[src/mmd_defs.svh]
// Address map constants for the memory map decoder.
`ifndef MMD_DEFS_SVH
`define MMD_DEFS_SVH
`define MMD_ADDR_W 13
`define MMD_IO_LO 13'h0000
`define MMD_IO_HI 13'h001f
`define MMD_RAM_LO 13'h0080
`define MMD_RAM_HI 13'h01ff
`define MMD_STK_LO 13'h00c0
`define MMD_STK_HI 13'h00ff
`define MMD_SP_RESET 13'h00ff
`define MMD_UROM_LO 13'h0b00
`define MMD_UROM_HI 13'h1eff
`define MMD_SCROM_LO 13'h1f00
`define MMD_SCROM_HI 13'h1fef
`define MMD_UVEC_LO 13'h1ff0
`define MMD_UVEC_HI 13'h1fff
`endif

[src/mmd_pkg.sv]
// Types shared by the memory map decoder.
package mmd_pkg;
  typedef enum logic [2:0] {
    MMD_REG_IO,
    MMD_RAM,
    MMD_USER_ROM,
    MMD_SELF_ROM,
    MMD_NONE
  } mmd_region_t;
endpackage

[src/mmd_decoder.sv]
// Registered memory map decoder with stack pointer tracking.
`timescale 1ns/1ps
`include "mmd_defs.svh"
module mmd_decoder #(
  parameter int ADDR_W = 13
) (
  input wire logic sys_clk,
  input wire logic srst,
  input wire logic [ADDR_W-1:0] cpu_addr,
  input wire logic cpu_rd,
  input wire logic cpu_wr,
  input wire logic sp_push,
  input wire logic sp_pop,
  input wire logic sp_load,
  output logic io_sel_r,
  output logic ram_sel_r,
  output logic user_rom_sel_r,
  output logic user_vec_sel_r,
  output logic self_rom_sel_r,
  output logic stack_hit_r,
  output logic illegal_addr_r,
  output logic [ADDR_W-1:0] sp_addr
);
  localparam int WIN_N = 6;
  localparam int WIN_IO = 0;
  localparam int WIN_RAM = 1;
  localparam int WIN_UROM = 2;
  localparam int WIN_UVEC = 3;
  localparam int WIN_SELF = 4;
  localparam int WIN_STK = 5;

  mmd_pkg::mmd_region_t region;
  logic access;
  logic [WIN_N-1:0] win_hit;
  logic [5:0] sp_low_r;
  logic [5:0] sp_low_nxt;

  // A wider bus would alias every window into the holes, so it is refused when built.
  if (ADDR_W != `MMD_ADDR_W) begin : g_bad_width
    $error("mmd_decoder: only the 13-bit, 8 Kbyte map is supported");
  end

  function automatic logic in_range(input logic [12:0] a, input logic [12:0] lo,
                                    input logic [12:0] hi);
    in_range = (a >= lo) && (a <= hi);
  endfunction

  // An unknown index gives an empty window, so it can never select anything.
  function automatic logic [12:0] win_lo(input int idx);
    case (idx)
      WIN_IO: win_lo = `MMD_IO_LO;
      WIN_RAM: win_lo = `MMD_RAM_LO;
      WIN_UROM: win_lo = `MMD_UROM_LO;
      WIN_UVEC: win_lo = `MMD_UVEC_LO;
      WIN_SELF: win_lo = `MMD_SCROM_LO;
      WIN_STK: win_lo = `MMD_STK_LO;
      default: win_lo = 13'h1fff;
    endcase
  endfunction

  function automatic logic [12:0] win_hi(input int idx);
    case (idx)
      WIN_IO: win_hi = `MMD_IO_HI;
      WIN_RAM: win_hi = `MMD_RAM_HI;
      WIN_UROM: win_hi = `MMD_UROM_HI;
      WIN_UVEC: win_hi = `MMD_UVEC_HI;
      WIN_SELF: win_hi = `MMD_SCROM_HI;
      WIN_STK: win_hi = `MMD_STK_HI;
      default: win_hi = 13'h0000;
    endcase
  endfunction

  assign access = cpu_rd | cpu_wr;

  // The full 13-bit address is compared in every window, so there are no aliases.
  for (genvar g = 0; g < WIN_N; g++) begin : g_win
    assign win_hit[g] = in_range(cpu_addr, win_lo(g), win_hi(g));
  end

  always_comb begin
    if (win_hit[WIN_IO]) begin
      region = mmd_pkg::MMD_REG_IO;
    end else if (win_hit[WIN_RAM]) begin
      region = mmd_pkg::MMD_RAM;
    end else if (win_hit[WIN_UROM] || win_hit[WIN_UVEC]) begin
      region = mmd_pkg::MMD_USER_ROM;
    end else if (win_hit[WIN_SELF]) begin
      region = mmd_pkg::MMD_SELF_ROM;
    end else begin
      region = mmd_pkg::MMD_NONE;
    end
  end

  // Selects are registered so the memories see glitch-free enables one cycle on.
  always_ff @(posedge sys_clk) begin
    if (srst) begin
      io_sel_r <= 1'b0;
    end else begin
      io_sel_r <= access && region == mmd_pkg::MMD_REG_IO;
    end
  end

  always_ff @(posedge sys_clk) begin
    if (srst) begin
      ram_sel_r <= 1'b0;
    end else begin
      ram_sel_r <= access && region == mmd_pkg::MMD_RAM;
    end
  end

  always_ff @(posedge sys_clk) begin
    if (srst) begin
      user_rom_sel_r <= 1'b0;
    end else begin
      user_rom_sel_r <= access && region == mmd_pkg::MMD_USER_ROM;
    end
  end

  // The vector flag rides on top of the user ROM select rather than replacing it.
  always_ff @(posedge sys_clk) begin
    if (srst) begin
      user_vec_sel_r <= 1'b0;
    end else begin
      user_vec_sel_r <= access && win_hit[WIN_UVEC];
    end
  end

  always_ff @(posedge sys_clk) begin
    if (srst) begin
      self_rom_sel_r <= 1'b0;
    end else begin
      self_rom_sel_r <= access && region == mmd_pkg::MMD_SELF_ROM;
    end
  end

  always_ff @(posedge sys_clk) begin
    if (srst) begin
      stack_hit_r <= 1'b0;
    end else begin
      stack_hit_r <= access && win_hit[WIN_STK];
    end
  end

  // One-cycle pulse per access that lands in a hole of the map.
  always_ff @(posedge sys_clk) begin
    if (srst) begin
      illegal_addr_r <= 1'b0;
    end else begin
      illegal_addr_r <= access && region == mmd_pkg::MMD_NONE;
    end
  end

  // Only the low six bits move, so wrap-around stays inside the window
  // instead of spilling into data RAM; software must avoid deep nesting.
  always_comb begin
    sp_low_nxt = sp_low_r;
    if (sp_load) begin
      sp_low_nxt = 6'(`MMD_SP_RESET);
    end else if (sp_push && !sp_pop) begin
      sp_low_nxt = sp_low_r - 6'h01;
    end else if (sp_pop && !sp_push) begin
      sp_low_nxt = sp_low_r + 6'h01;
    end
  end

  always_ff @(posedge sys_clk) begin
    if (srst) begin
      sp_low_r <= 6'(`MMD_SP_RESET);
    end else begin
      sp_low_r <= sp_low_nxt;
    end
  end

  mmd_stack_clamp #(
    .ADDR_W(ADDR_W)
  ) u_clamp (
    .sp_low(sp_low_r),
    .sp_addr(sp_addr)
  );
endmodule // mmd_decoder

[src/mmd_stack_clamp.sv]
// Forces a stack pointer offset into the stack window.
`timescale 1ns/1ps
`include "mmd_defs.svh"
module mmd_stack_clamp #(
  parameter int ADDR_W = 13
) (
  input wire logic [5:0] sp_low,
  output logic [ADDR_W-1:0] sp_addr
);
  // The window is fixed in a 13-bit map, so any other width is refused when built.
  if (ADDR_W != `MMD_ADDR_W) begin : g_bad_width
    $error("mmd_stack_clamp: address width must be 13");
  end

  // Upper bits are fixed so no pointer value can leave the window.
  assign sp_addr = `MMD_STK_LO | {7'h00, sp_low};
endmodule // mmd_stack_clamp

[config.mk]
export PLATFORM = sky130hd
export DESIGN_NAME = mmd_decoder
export DESIGN_NICKNAME = d
export VERILOG_FILES = /design/src/mmd_pkg.sv /design/src/mmd_decoder.sv /design/src/mmd_stack_clamp.sv
export VERILOG_INCLUDE_DIRS = /design/src /design/src/src
export SDC_FILE = /design/constraint.sdc
export NUM_CORES = 1
export LEC_CHECK = 0
export BUFFER_PORTS_ARGS = -buffer_cell sky130_fd_sc_hd__buf_2
export CAP_MARGIN = 20
export CORE_MARGIN = 3
export CORE_UTILIZATION = 47
export CTS_CLUSTER_DIAMETER = 150
export CTS_CLUSTER_SIZE = 30
export DETAILED_ROUTE_END_ITERATION = 10
export PLACE_DENSITY = 0.89
export SYNTH_ARGS = -nofsm -noshare
export SYNTH_HDL_FRONTEND = slang
export SYNTH_HIERARCHICAL = 1
export SYNTH_SLANG_ARGS = --single-unit
export TNS_END_PERCENT = 50
[constraint.sdc]
create_clock -name sys_clk -period 2.5 [get_ports sys_clk]
set_input_delay 0.25 -clock sys_clk [delete_from_list [all_inputs] [get_ports sys_clk]]
set_output_delay 0.25 -clock sys_clk [all_outputs]
set_load 0.01 [all_outputs]
==> results of run 1 <==
==> worst max-delay path by stage <==
| stage | cells after the start | startpoint | endpoint | slack, ns |
|---|---|---|---|---|
| detailed placement | 9 | sp_pop | sp_low_r[5] | 0.49 |
| finish | 9 | sp_pop | sp_low_r[5] | 0.80 |
| global placement | 9 | sp_pop | sp_low_r[5] | 0.52 |
| floorplan | 8 | sp_pop | sp_low_r[5] | 0.74 |
| global route | 9 | sp_pop | sp_low_r[5] | 0.60 |
| CTS | 9 | sp_pop | sp_low_r[5] | 0.78 |
==> per-layer routing <==
metal | track usage, % | up-vias | wire [um] | part of all wire (%)
li1 | - | 352 | - | -
met1 | 16.2 | 308 | 629 | 40
met2 | 28.5 | 29 | 824 | 52
met3 | 6.51 | 0 | 138 | 8.7
met4 | 4.97 | 0 | 0 | 0
met5 | 0 | - | 0 | 0
==> Yosys cell counts, types with 2 or more instances <==
| library cell | number | share of area (%) |
|---|---|---|
| and3_1 | 2 | 1.6 |
| dfxtp_1 | 13 | 33 |
| nand2b_1 | 2 | 1.6 |
| buf_4 | 13 | 12 |
| or2_2 | 2 | 1.6 |
| nor2_1 | 7 | 3.3 |
| conb_1 | 2 | 0.95 |
| ha_1 | 5 | 7.9 |
| inv_1 | 5 | 2.4 |
| o21ai_0 | 2 | 1.3 |
| nor4_1 | 5 | 3.9 |
| xor2_1 | 3 | 3.3 |
| nand2_1 | 7 | 3.3 |
| nor3_1 | 2 | 1.3 |
| a211oi_1 | 2 | 1.9 |
| o211ai_1 | 2 | 1.9 |
| a21oi_1 | 3 | 1.9 |
==> metrics by stage <==
stage          instances  hold WS, ns  worst slack (ns)  total power (W)  utilization, %
2_1_floorplan         97        0.327             0.745         0.000332               -
3_3_place_gp         127        0.448             0.518         0.000347            56.5
3_5_place_dp         127        0.457             0.489         0.000353            56.5
4_1_cts              131        0.143             0.783         0.000491            58.3
5_1_grt              131        0.147             0.597         0.000513            58.3
6_report             131        0.155             0.796         0.000486            58.3
==> layout make-up <==
type / count / area, um^2
well taps: 16 / 20.0
repair buffers: 28 / 140
clock buffers: 3 / 22.5
clock inverters: 1 / 5.00
inverters: 5 / 18.8
flip-flops and latches: 13 / 260
fillers: 151 / 643
multi-input cells: 65 / 432
==> power by group through the flow <==
stage,Combinational (W),Sequential (W),Clock [W]
after floorplan,0.000104,0.000228,0
after global placement,0.000119,0.000227,0
after detailed placement,0.000125,0.000228,0
after CTS,0.000127,0.000223,0.000141
after global routing,0.000142,0.000224,0.000147
final,0.000127,0.000223,0.000136
==> sequential cells by signal, indices dropped and copies added (netlist names) <==
register and cells:
illegal_addr_r 1, ram_sel_r 1, stack_hit_r 1, io_sel_r 1, user_rom_sel_r 1, user_vec_sel_r 1
sp_low_r 6, self_rom_sel_r 1
==> critical path, stage by stage <==
cell,delay (ns)
buf_2,0.09
inv_1,0.04
ha_1,0.29
ha_1,0.31
a211oi_2,0.22
nor2_1,0.10
nor4_1,0.31
o31a_1,0.19
o21ai_1,0.06
==> cells in the final DEF, fill, tap and decap left out, types with 2 or more instances in the layout <==
cell type / synthesis / routed
nor3_1: 2 / 2
nor4_1: 5 / 5
a21oi_1: 3 / 3
o211ai_1: 2 / 2
conb_1: 2 / 7
o21ai_0: 2 / 2
a211oi_1: 2 / 2
dfxtp_1: 13 / 13
nand2b_1: 2 / 2
clkbuf_4: 0 / 3
nand2_1: 7 / 7
and3_1: 2 / 2
ha_1: 5 / 5
nor2_1: 7 / 7
xor2_1: 3 / 3
or2_2: 2 / 2
buf_2: 1 / 28
inv_1: 5 / 5
==> cell families after synthesis <==
kind of cell | after synthesis
simple gates | 31
buf+inv | 19
compound gates | 17
flops | 13
fa+ha+maj | 6
xor+xnor | 3
other cells | 2
mux | 1
==> impl_metrics.yaml, run 1 <==
status:
  outcome: "finished clean"
worst_setup_path:
  reg2reg_from: "sp_low_r[1]"
  crit_required_ns: 2.66
  path_class: "in -> reg"
  r2r_slack_ns: 0.85
  crit_arrival_ns: 1.87
  r2r_cells: 6
  reg2reg_to: "sp_low_r[5]"
  cp-start-kind: "primary input"
  end_kind: "register"
  cp_max_fo: 7
clock_network:
  cts_hold_buffers: 0
  worst_skew_pair.late_latency_ns: 0.28
  cts.sinks: 13
  cts_tree: "yes"
  cts_root_buf: "clkbuf_4"
  numCtsBuffers: 3
  cts_max_level: 1
  clk_path_buf_depth: 2
  cts_resized: 0
  cts_setup_buffers: 0
  clk_pin_slew_worst_paths_ns: 0.09
synthesis:
  post_synth_num_cell_types: 32
  synthXorXnorAreaFrac_pct: 3.31
  synth_cells: 92
  synth_top_family_by_area: "simple AND/OR/NAND/NOR gates"
  ys_seq_elements: 13
  synth_compound_area_share_pct: 15.3
  synthAdderAreaFrac_pct: 10.4
  ys.flop_type: "dfxtp_1"
  ys_warn_count: 6
  synth_edf_count: 0
  synth_mux_area_share_pct: 1.42
  synthArstFlopShare_pct: 0
  syn_area_per_cell_um2: 8.64
  syn_area_um2: 795
  yosys.area_share.simple_pct: 20.6
  yosysSeqAreaShare_pct: 32.8
global_route:
  grt_pass1_wl_um: 2460
  grt_pass1_vias: 613
  antenna_found_initial: 0
  overflow: 0
  grt_usage_pct: 15.7
  grt_max_degree: 12
hold_path:
  hp-start: "cpu_addr[5]"
  min_path_cells: 2
  holdCritPathClass: "in -> reg"
  whs_endpoint: "io_sel_r"
sta:
  max_slew_margin_pct: 64.8
  max_freq_mhz: 587
  drv_slew: 0
  min_period_ns: 1.70
  worst_pin_slew_ns: 0.523
  skew_ns: 0.00177
  hold_viol: 0
  period_share_pct: 68.2
  fin_setup_tns_ns: 0
  rsz0062_at_grt: "no"
  setup_violations: 0
place:
  hpwlAfterDp_um: 1270
  place_congestion: 0.821
  io_buffers: 28
  post_dp_cell_area_um2: 871
final_layout:
  nets: 142
  design_area_um2: 898
  diodes: 0
  drive_above_1_share_pct: 33.0
  syn2layout_area_growth_pct: 13.1
die:
  core_mm2: 0.00154
  start_util_pct: 51.5
  die_y_um: 47.1
  io_pins: 40
  die_w_um: 47.1
  die_area_mm2: 0.00222
  rows: 14
pwr:
  ir_drop_mv: 0.373
  power.share.clock_pct: 28.0
  cellLeakagePower_nw: 0.436
  seq_power_share_pct: 45.8
  intPower_w: 0.000333
  p_switching_w: 0.000153
  switching_share_pct: 31.5
  p_comb_share_pct: 26.2
  power_density_mw_per_mm2: 541
routing:
  detailedRoute.firstPassIterationCount: 3
  wl_per_cell_um: 12.2
  ant_nets: 0
  drt-initial-drc-count: 9
  routed_wl_um: 1590
  drc: 0
  viasPerCell: 5.26
  vias: 689
flow_run:
  cap_viol_max_count: 0
(Power assumes the default switching activity.)
==> run 2: changes to the inputs <==
--- a/config.mk
+++ b/config.mk
@@ -9,11 +9,11 @@
 export BUFFER_PORTS_ARGS = -buffer_cell sky130_fd_sc_hd__buf_2
 export CAP_MARGIN = 20
 export CORE_MARGIN = 3
-export CORE_UTILIZATION = 47
+export CORE_UTILIZATION = 44
 export CTS_CLUSTER_DIAMETER = 150
 export CTS_CLUSTER_SIZE = 30
 export DETAILED_ROUTE_END_ITERATION = 10
-export PLACE_DENSITY = 0.89
+export PLACE_DENSITY = 0.85
 export SYNTH_ARGS = -nofsm -noshare
 export SYNTH_HDL_FRONTEND = slang
 export SYNTH_HIERARCHICAL = 1
==> constraint.sdc (replaced) <==
create_clock -name sys_clk -period 1.6 [get_ports sys_clk]
set_input_delay 0.16 -clock sys_clk [delete_from_list [all_inputs] [get_ports sys_clk]]
set_output_delay 0.16 -clock sys_clk [all_outputs]
set_load 0.01 [all_outputs]
==> run 2 against run 1 <==
Against the previous run:
- count of clock-buffer cells in the layout unchanged
- combinational power up 94%
- critical path depth down 3
- via count up 7.3%
- global-route usage down 0.50 points
==> impl_metrics.yaml, run 2 (synthesis results as in run 1) <==
sta:
  skew_ns: 0.00176
  worst_pin_slew_ns: 0.580
  setup_violations: 0
  hold_viol: 0
  max_freq_mhz: 666
  max_slew_margin_pct: 61.0
  drv_slew: 0
  period_share_pct: 93.8
  rsz0062_at_grt: "no"
  min_period_ns: 1.50
  worst_slack_ns: 0.0993
clock_network:
  cts.sinks: 13
  cts_tree: "yes"
  cts_hold_buffers: 0
  cts_max_level: 1
  clk_path_buf_depth: 2
  cts_root_buf: "clkbuf_4"
  cts_setup_buffers: 0
  clk_pin_slew_worst_paths_ns: 0.09
  numCtsBuffers: 3
  worst_skew_pair.late_latency_ns: 0.28
routing:
  viasPerCell: 5.03
  routed_wl_um: 1770
  wl_per_cell_um: 12.1
  drc: 0
  detailedRoute.firstPassIterationCount: 2
  top_layer_used: "met4"
  wl_met3_um: 141
  drt-initial-drc-count: 4
  vias: 739
  met1_length_um: 630
  ant_nets: 0
  wl_met2_um: 960
final_layout:
  final_common_cell: "buf_2"
  nets: 150
  regMostFlops: "sp_low_r"
  diodes: 0
  drive_above_1_share_pct: 44.7
  largest_register_ffs: 6
  layout_common_cells: "buf_2 (28), dfxtp_1 (11), buf_4 (8), nand2_1 (7), conb_1 (7)"
  syn2layout_area_growth_pct: 27.1
  design_area_mm2: 0.00101
hold_path:
  holdCritPathClass: "in -> reg"
  whs_endpoint: "stack_hit_r"
  min_path_cells: 2
  hp-start: "cpu_addr[8]"
global_route:
  grt_pass1_wl_um: 2790
  grt_pass1_vias: 707
  overflow: 0
  grt_max_degree: 12
  antenna_found_initial: 0
  grt_usage_pct: 15.2
worst_setup_path:
  crit_arrival_ns: 1.72
  r2r_cells: 6
  cp_max_fo: 3
  crit_required_ns: 1.82
  r2r_slack_ns: 0.1
  cp-start-kind: "register"
  crit_chain: "ha_4 > a211oi_2 > nor2_2 > and4b_4 > o31a_1 > o21ai_1"
  cpMaxStageDelayCell: "dfxtp_4"
  path_class: "reg -> reg"
  reg2reg_to: "sp_low_r[5]"
  reg2reg_from: "sp_low_r[1]"
  cpPeakStageDelay_ns: 0.36
  end_kind: "register"
die:
  die_area_mm2: 0.00235
  core_mm2: 0.00159
  rows: 14
  start_util_pct: 49.8
  die_w_um: 48.5
  io_pins: 40
  die_y_um: 48.5
place:
  pre_cts_ws_ns: -0.213
  hpwlAfterDp_um: 1400
  io_buffers: 28
  place_congestion: 0.777
  post_dp_cell_area_um2: 950
status:
  outcome: "finished clean"
pwr:
  ir_drop_mv: 0.635
  total_power_w: 0.000809
  cellLeakagePower_nw: 0.474
  power_density_mw_per_mm2: 801
flow_run:
  cap_viol_max_count: 0
[run 2: area by class of cell]
type	instances	area, um^2
Clock buffer	3	22.5
Sequential cell	13	265
Multi-Input combinational cell	65	468
Tap cell	24	30.0
Fill cell	149	584
Timing Repair Buffer	36	200
Inverter	5	18.8
Clock inverter	1	5.00
[run 2: worst max path at each step]
| stage | start | end |
|---|---|---|
| after CTS | sp_low_r[1] | sp_low_r[5] |
| after detailed placement | sp_pop | sp_low_r[5] |
| after global placement | sp_pop | sp_low_r[5] |
| final | sp_low_r[1] | sp_low_r[5] |
| after global routing | sp_low_r[1] | sp_low_r[5] |
| after floorplan | sp_pop | sp_low_r[5] |
[run 2: power by group]
part / internal [W] / total (W) / switching [W]
Combinational: 0.000123 / 0.000246 / 0.000123
Clock: 0.0000928 / 0.000214 / 0.000121
Sequential: 0.000338 / 0.000349 / 0.0000102
Total: 0.000554 / 0.000809 / 0.000255
[run 2: metrics by stage]
stage	hold WS (ns)	std cells	setup TNS [ns]	util [%]
floorplan	0.237	97	0	-
global placement	0.359	143	-0.230	59.6
detailed placement	0.359	143	-0.329	59.6
CTS	0.0509	147	0	61.5
global route	0.0584	147	0	63.3
finish	0.0628	147	0	63.3
[run 2: worst max-delay path, delay by kind of cell, from the launching register on]
kind	cells	cell delay (ns)
adder cells (fa/ha/maj)	1	0.24
AO/OA/AOI/OAI	3	0.57
flip-flops	1	0.36
AND/OR/NAND/NOR	2	0.27
[run 2: what timing repair did]
item	4_1_cts	5_1_grt
cloned	0	0
hold endpoints to repair	0	0
pin swaps	2	4
endpoints found under the setup margin	1	1
resized for setup	1	8
[run 2: routing by layer]
| layer | up-vias | track usage, % |
|---|---|---|
| li1 | 362 | - |
| met1 | 342 | 13.4 |
| met2 | 28 | 29.1 |
| met5 | - | 0 |
| met4 | 0 | 6.64 |
| met3 | 7 | 6.75 |
==> run 3: changes to the inputs <==
--- a/config.mk
+++ b/config.mk
@@ -13,7 +13,7 @@
 export CTS_CLUSTER_DIAMETER = 150
 export CTS_CLUSTER_SIZE = 30
 export DETAILED_ROUTE_END_ITERATION = 10
-export PLACE_DENSITY = 0.85
+export PLACE_DENSITY_LB_ADDON = 0.2
 export SYNTH_ARGS = -nofsm -noshare
 export SYNTH_HDL_FRONTEND = slang
 export SYNTH_HIERARCHICAL = 1
==> run 3 against run 2 <==
Against the previous run:
- flip-flop and latch count did not move
- fmax fell by 3.5%
- routed wire length rose by 0.11%
- hold slack improved by 0.019 ns
- count of clock-buffer cells in the layout rose by 1
- non-clock buffer count rose by 2
==> impl_metrics.yaml, run 3 (synthesis results as in run 1) <==
sta:
  max_freq_mhz: 643
  drv_slew: 0
  setup_violations: 0
  hold_viol: 0
  min_period_ns: 1.56
  skew_ns: 0.00742
  period_share_pct: 97.2
worst_setup_path:
  worst-path-stages: 6
  path_buf_inv: 0
  cpPeakStageDelay_ns: 0.36
  crit_arrival_ns: 1.75
  startpoint: "sp_low_r[1]"
  r2r_slack_ns: 0.04
  cp_max_fo: 3
  end_kind: "register"
  cp-start-kind: "register"
  endpoint: "sp_low_r[5]"
  cpMaxStageDelayCell: "dfxtp_2"
  crit_chain: "ha_4 > a211oi_4 > nor2_4 > and4b_4 > o31a_1 > o21ai_1"
  path_class: "reg -> reg"
  r2r_cells: 6
  critPathTopFamily: "compound AO/OA/AOI/OAI gates"
  crit_required_ns: 1.80
  reg2reg_from: "sp_low_r[1]"
  reg2reg_to: "sp_low_r[5]"
routing:
  detailedRoute.firstPassIterationCount: 5
  wl_per_cell_um: 11.9
  viasPerCell: 4.87
  drc: 0
  vias: 726
  ant_nets: 0
  drt-initial-drc-count: 4
  routed_wl_um: 1770
place:
  io_buffers: 28
  place_congestion: 0.692
  dp_cells: 144
  hpwlAfterDp_um: 1350
global_route:
  met3_usage_pct: 4.29
  grt_usage_pct: 14.8
  grt_pass1_vias: 691
  use_met2_pct: 27.1
  grt_pass1_wl_um: 2840
  grt_max_degree: 12
  overflow: 0
  grt_use_met1_pct: 17.1
  grt.busiest_layer: "met2"
  antenna_found_initial: 0
flow_run:
  cap_viol_max_count: 0
clock_network:
  cts_root_buf: "clkbuf_4"
  worst_skew_pair.late_latency_ns: 0.27
  cts_max_level: 1
  clk_path_buf_depth: 2
  clk_pin_slew_worst_paths_ns: 0.08
  numCtsBuffers: 3
  cts.sinks: 13
  cts_tree: "yes"
final_layout:
  diodes: 0
  regMostFlops: "sp_low_r"
  drive_above_1_share_pct: 46.4
  stdcell_count: 149
  syn2layout_area_growth_pct: 33.2
  post-route-util_pct: 66.4
  layout_common_cells: "buf_2 (28), dfxtp_1 (11), buf_4 (10), nand2_1 (7), conb_1 (7)"
  largest_register_ffs: 6
  final_common_cell: "buf_2"
  nets: 152
pwr:
  power_density_mw_per_mm2: 785
  ir_drop_mv: 0.482
  cellLeakagePower_nw: 0.484
status:
  outcome: "finished clean"
die:
  rows: 14
  die_y_um: 48.5
  die_area_mm2: 0.00235
  core_mm2: 0.00159
  start_util_pct: 49.8
  die_w_um: 48.5
  io_pins: 40
hold_path:
  holdCritPathClass: "in -> reg"
[run 3: worst register-to-register path, cell delays in order, from the launching register on]
cell and delay [ns]:
dfxtp_2 0.36, ha_4 0.21, a211oi_4 0.29, nor2_4 0.08, and4b_4 0.20, o31a_1 0.24, o21ai_1 0.11
[run 3: worst min-delay path by stage]
| stage | startpoint | end | cells past startpoint |
|---|---|---|---|
| CTS | cpu_addr[8] | stack_hit_r | 2 |
| global route | cpu_addr[5] | io_sel_r | 2 |
| detailed placement | cpu_addr[8] | stack_hit_r | 2 |
| floorplan | cpu_addr[5] | io_sel_r | 1 |
| finish | cpu_addr[8] | stack_hit_r | 2 |
| global placement | cpu_addr[8] | stack_hit_r | 2 |
[run 3: cell type report]
cell class                 count  area, um^2
fill                         156         536
multi-input combinational     65         505
sequential                    13         263
timing repair buffer          38         215
tap                           24        30.0
clock buffer                   4        26.3
inverter                       5        18.8
[run 3: routing by layer]
| metal | vias to the layer above | routed length [um] |
|---|---|---|
| li1 | 366 | - |
| met1 | 327 | 738 |
| met2 | 31 | 876 |
| met3 | 2 | 151 |
| met4 | 0 | 8 |
| met5 | - | 0 |
[run 3: power by group]
part | internal, W | switching, W | total, W
logic | 0.000145 | 0.000143 | 0.000288
registers | 0.000339 | 0.00000884 | 0.000348
clock network | 0.0000963 | 0.0000990 | 0.000195
[run 3: repair_timing]
item	4_1_cts	5_1_grt
setup buffers	0	1
hold buffers	0	0
setup endpoints to repair	1	2
pin swaps	2	5
gates cloned	0	0
gates resized for setup	1	13
hold endpoints to repair	0	0
[run 3: stage by stage]
step | instance area (um^2) | setup TNS, ns | total power (W) | hold slack (ns) | worst slack (ns)
6_report | 1060 | 0 | 0.000831 | 0.0816 | 0.0445
4_1_cts | 986 | 0 | 0.000788 | 0.0728 | 0.00652
5_1_grt | 1060 | -0.0268 | 0.000888 | 0.0807 | -0.0268
2_1_floorplan | 822 | 0 | 0.000521 | 0.237 | 0.0230
3_5_place_dp | 957 | -0.221 | 0.000588 | 0.370 | -0.174
3_3_place_gp | 957 | -0.180 | 0.000580 | 0.362 | -0.142
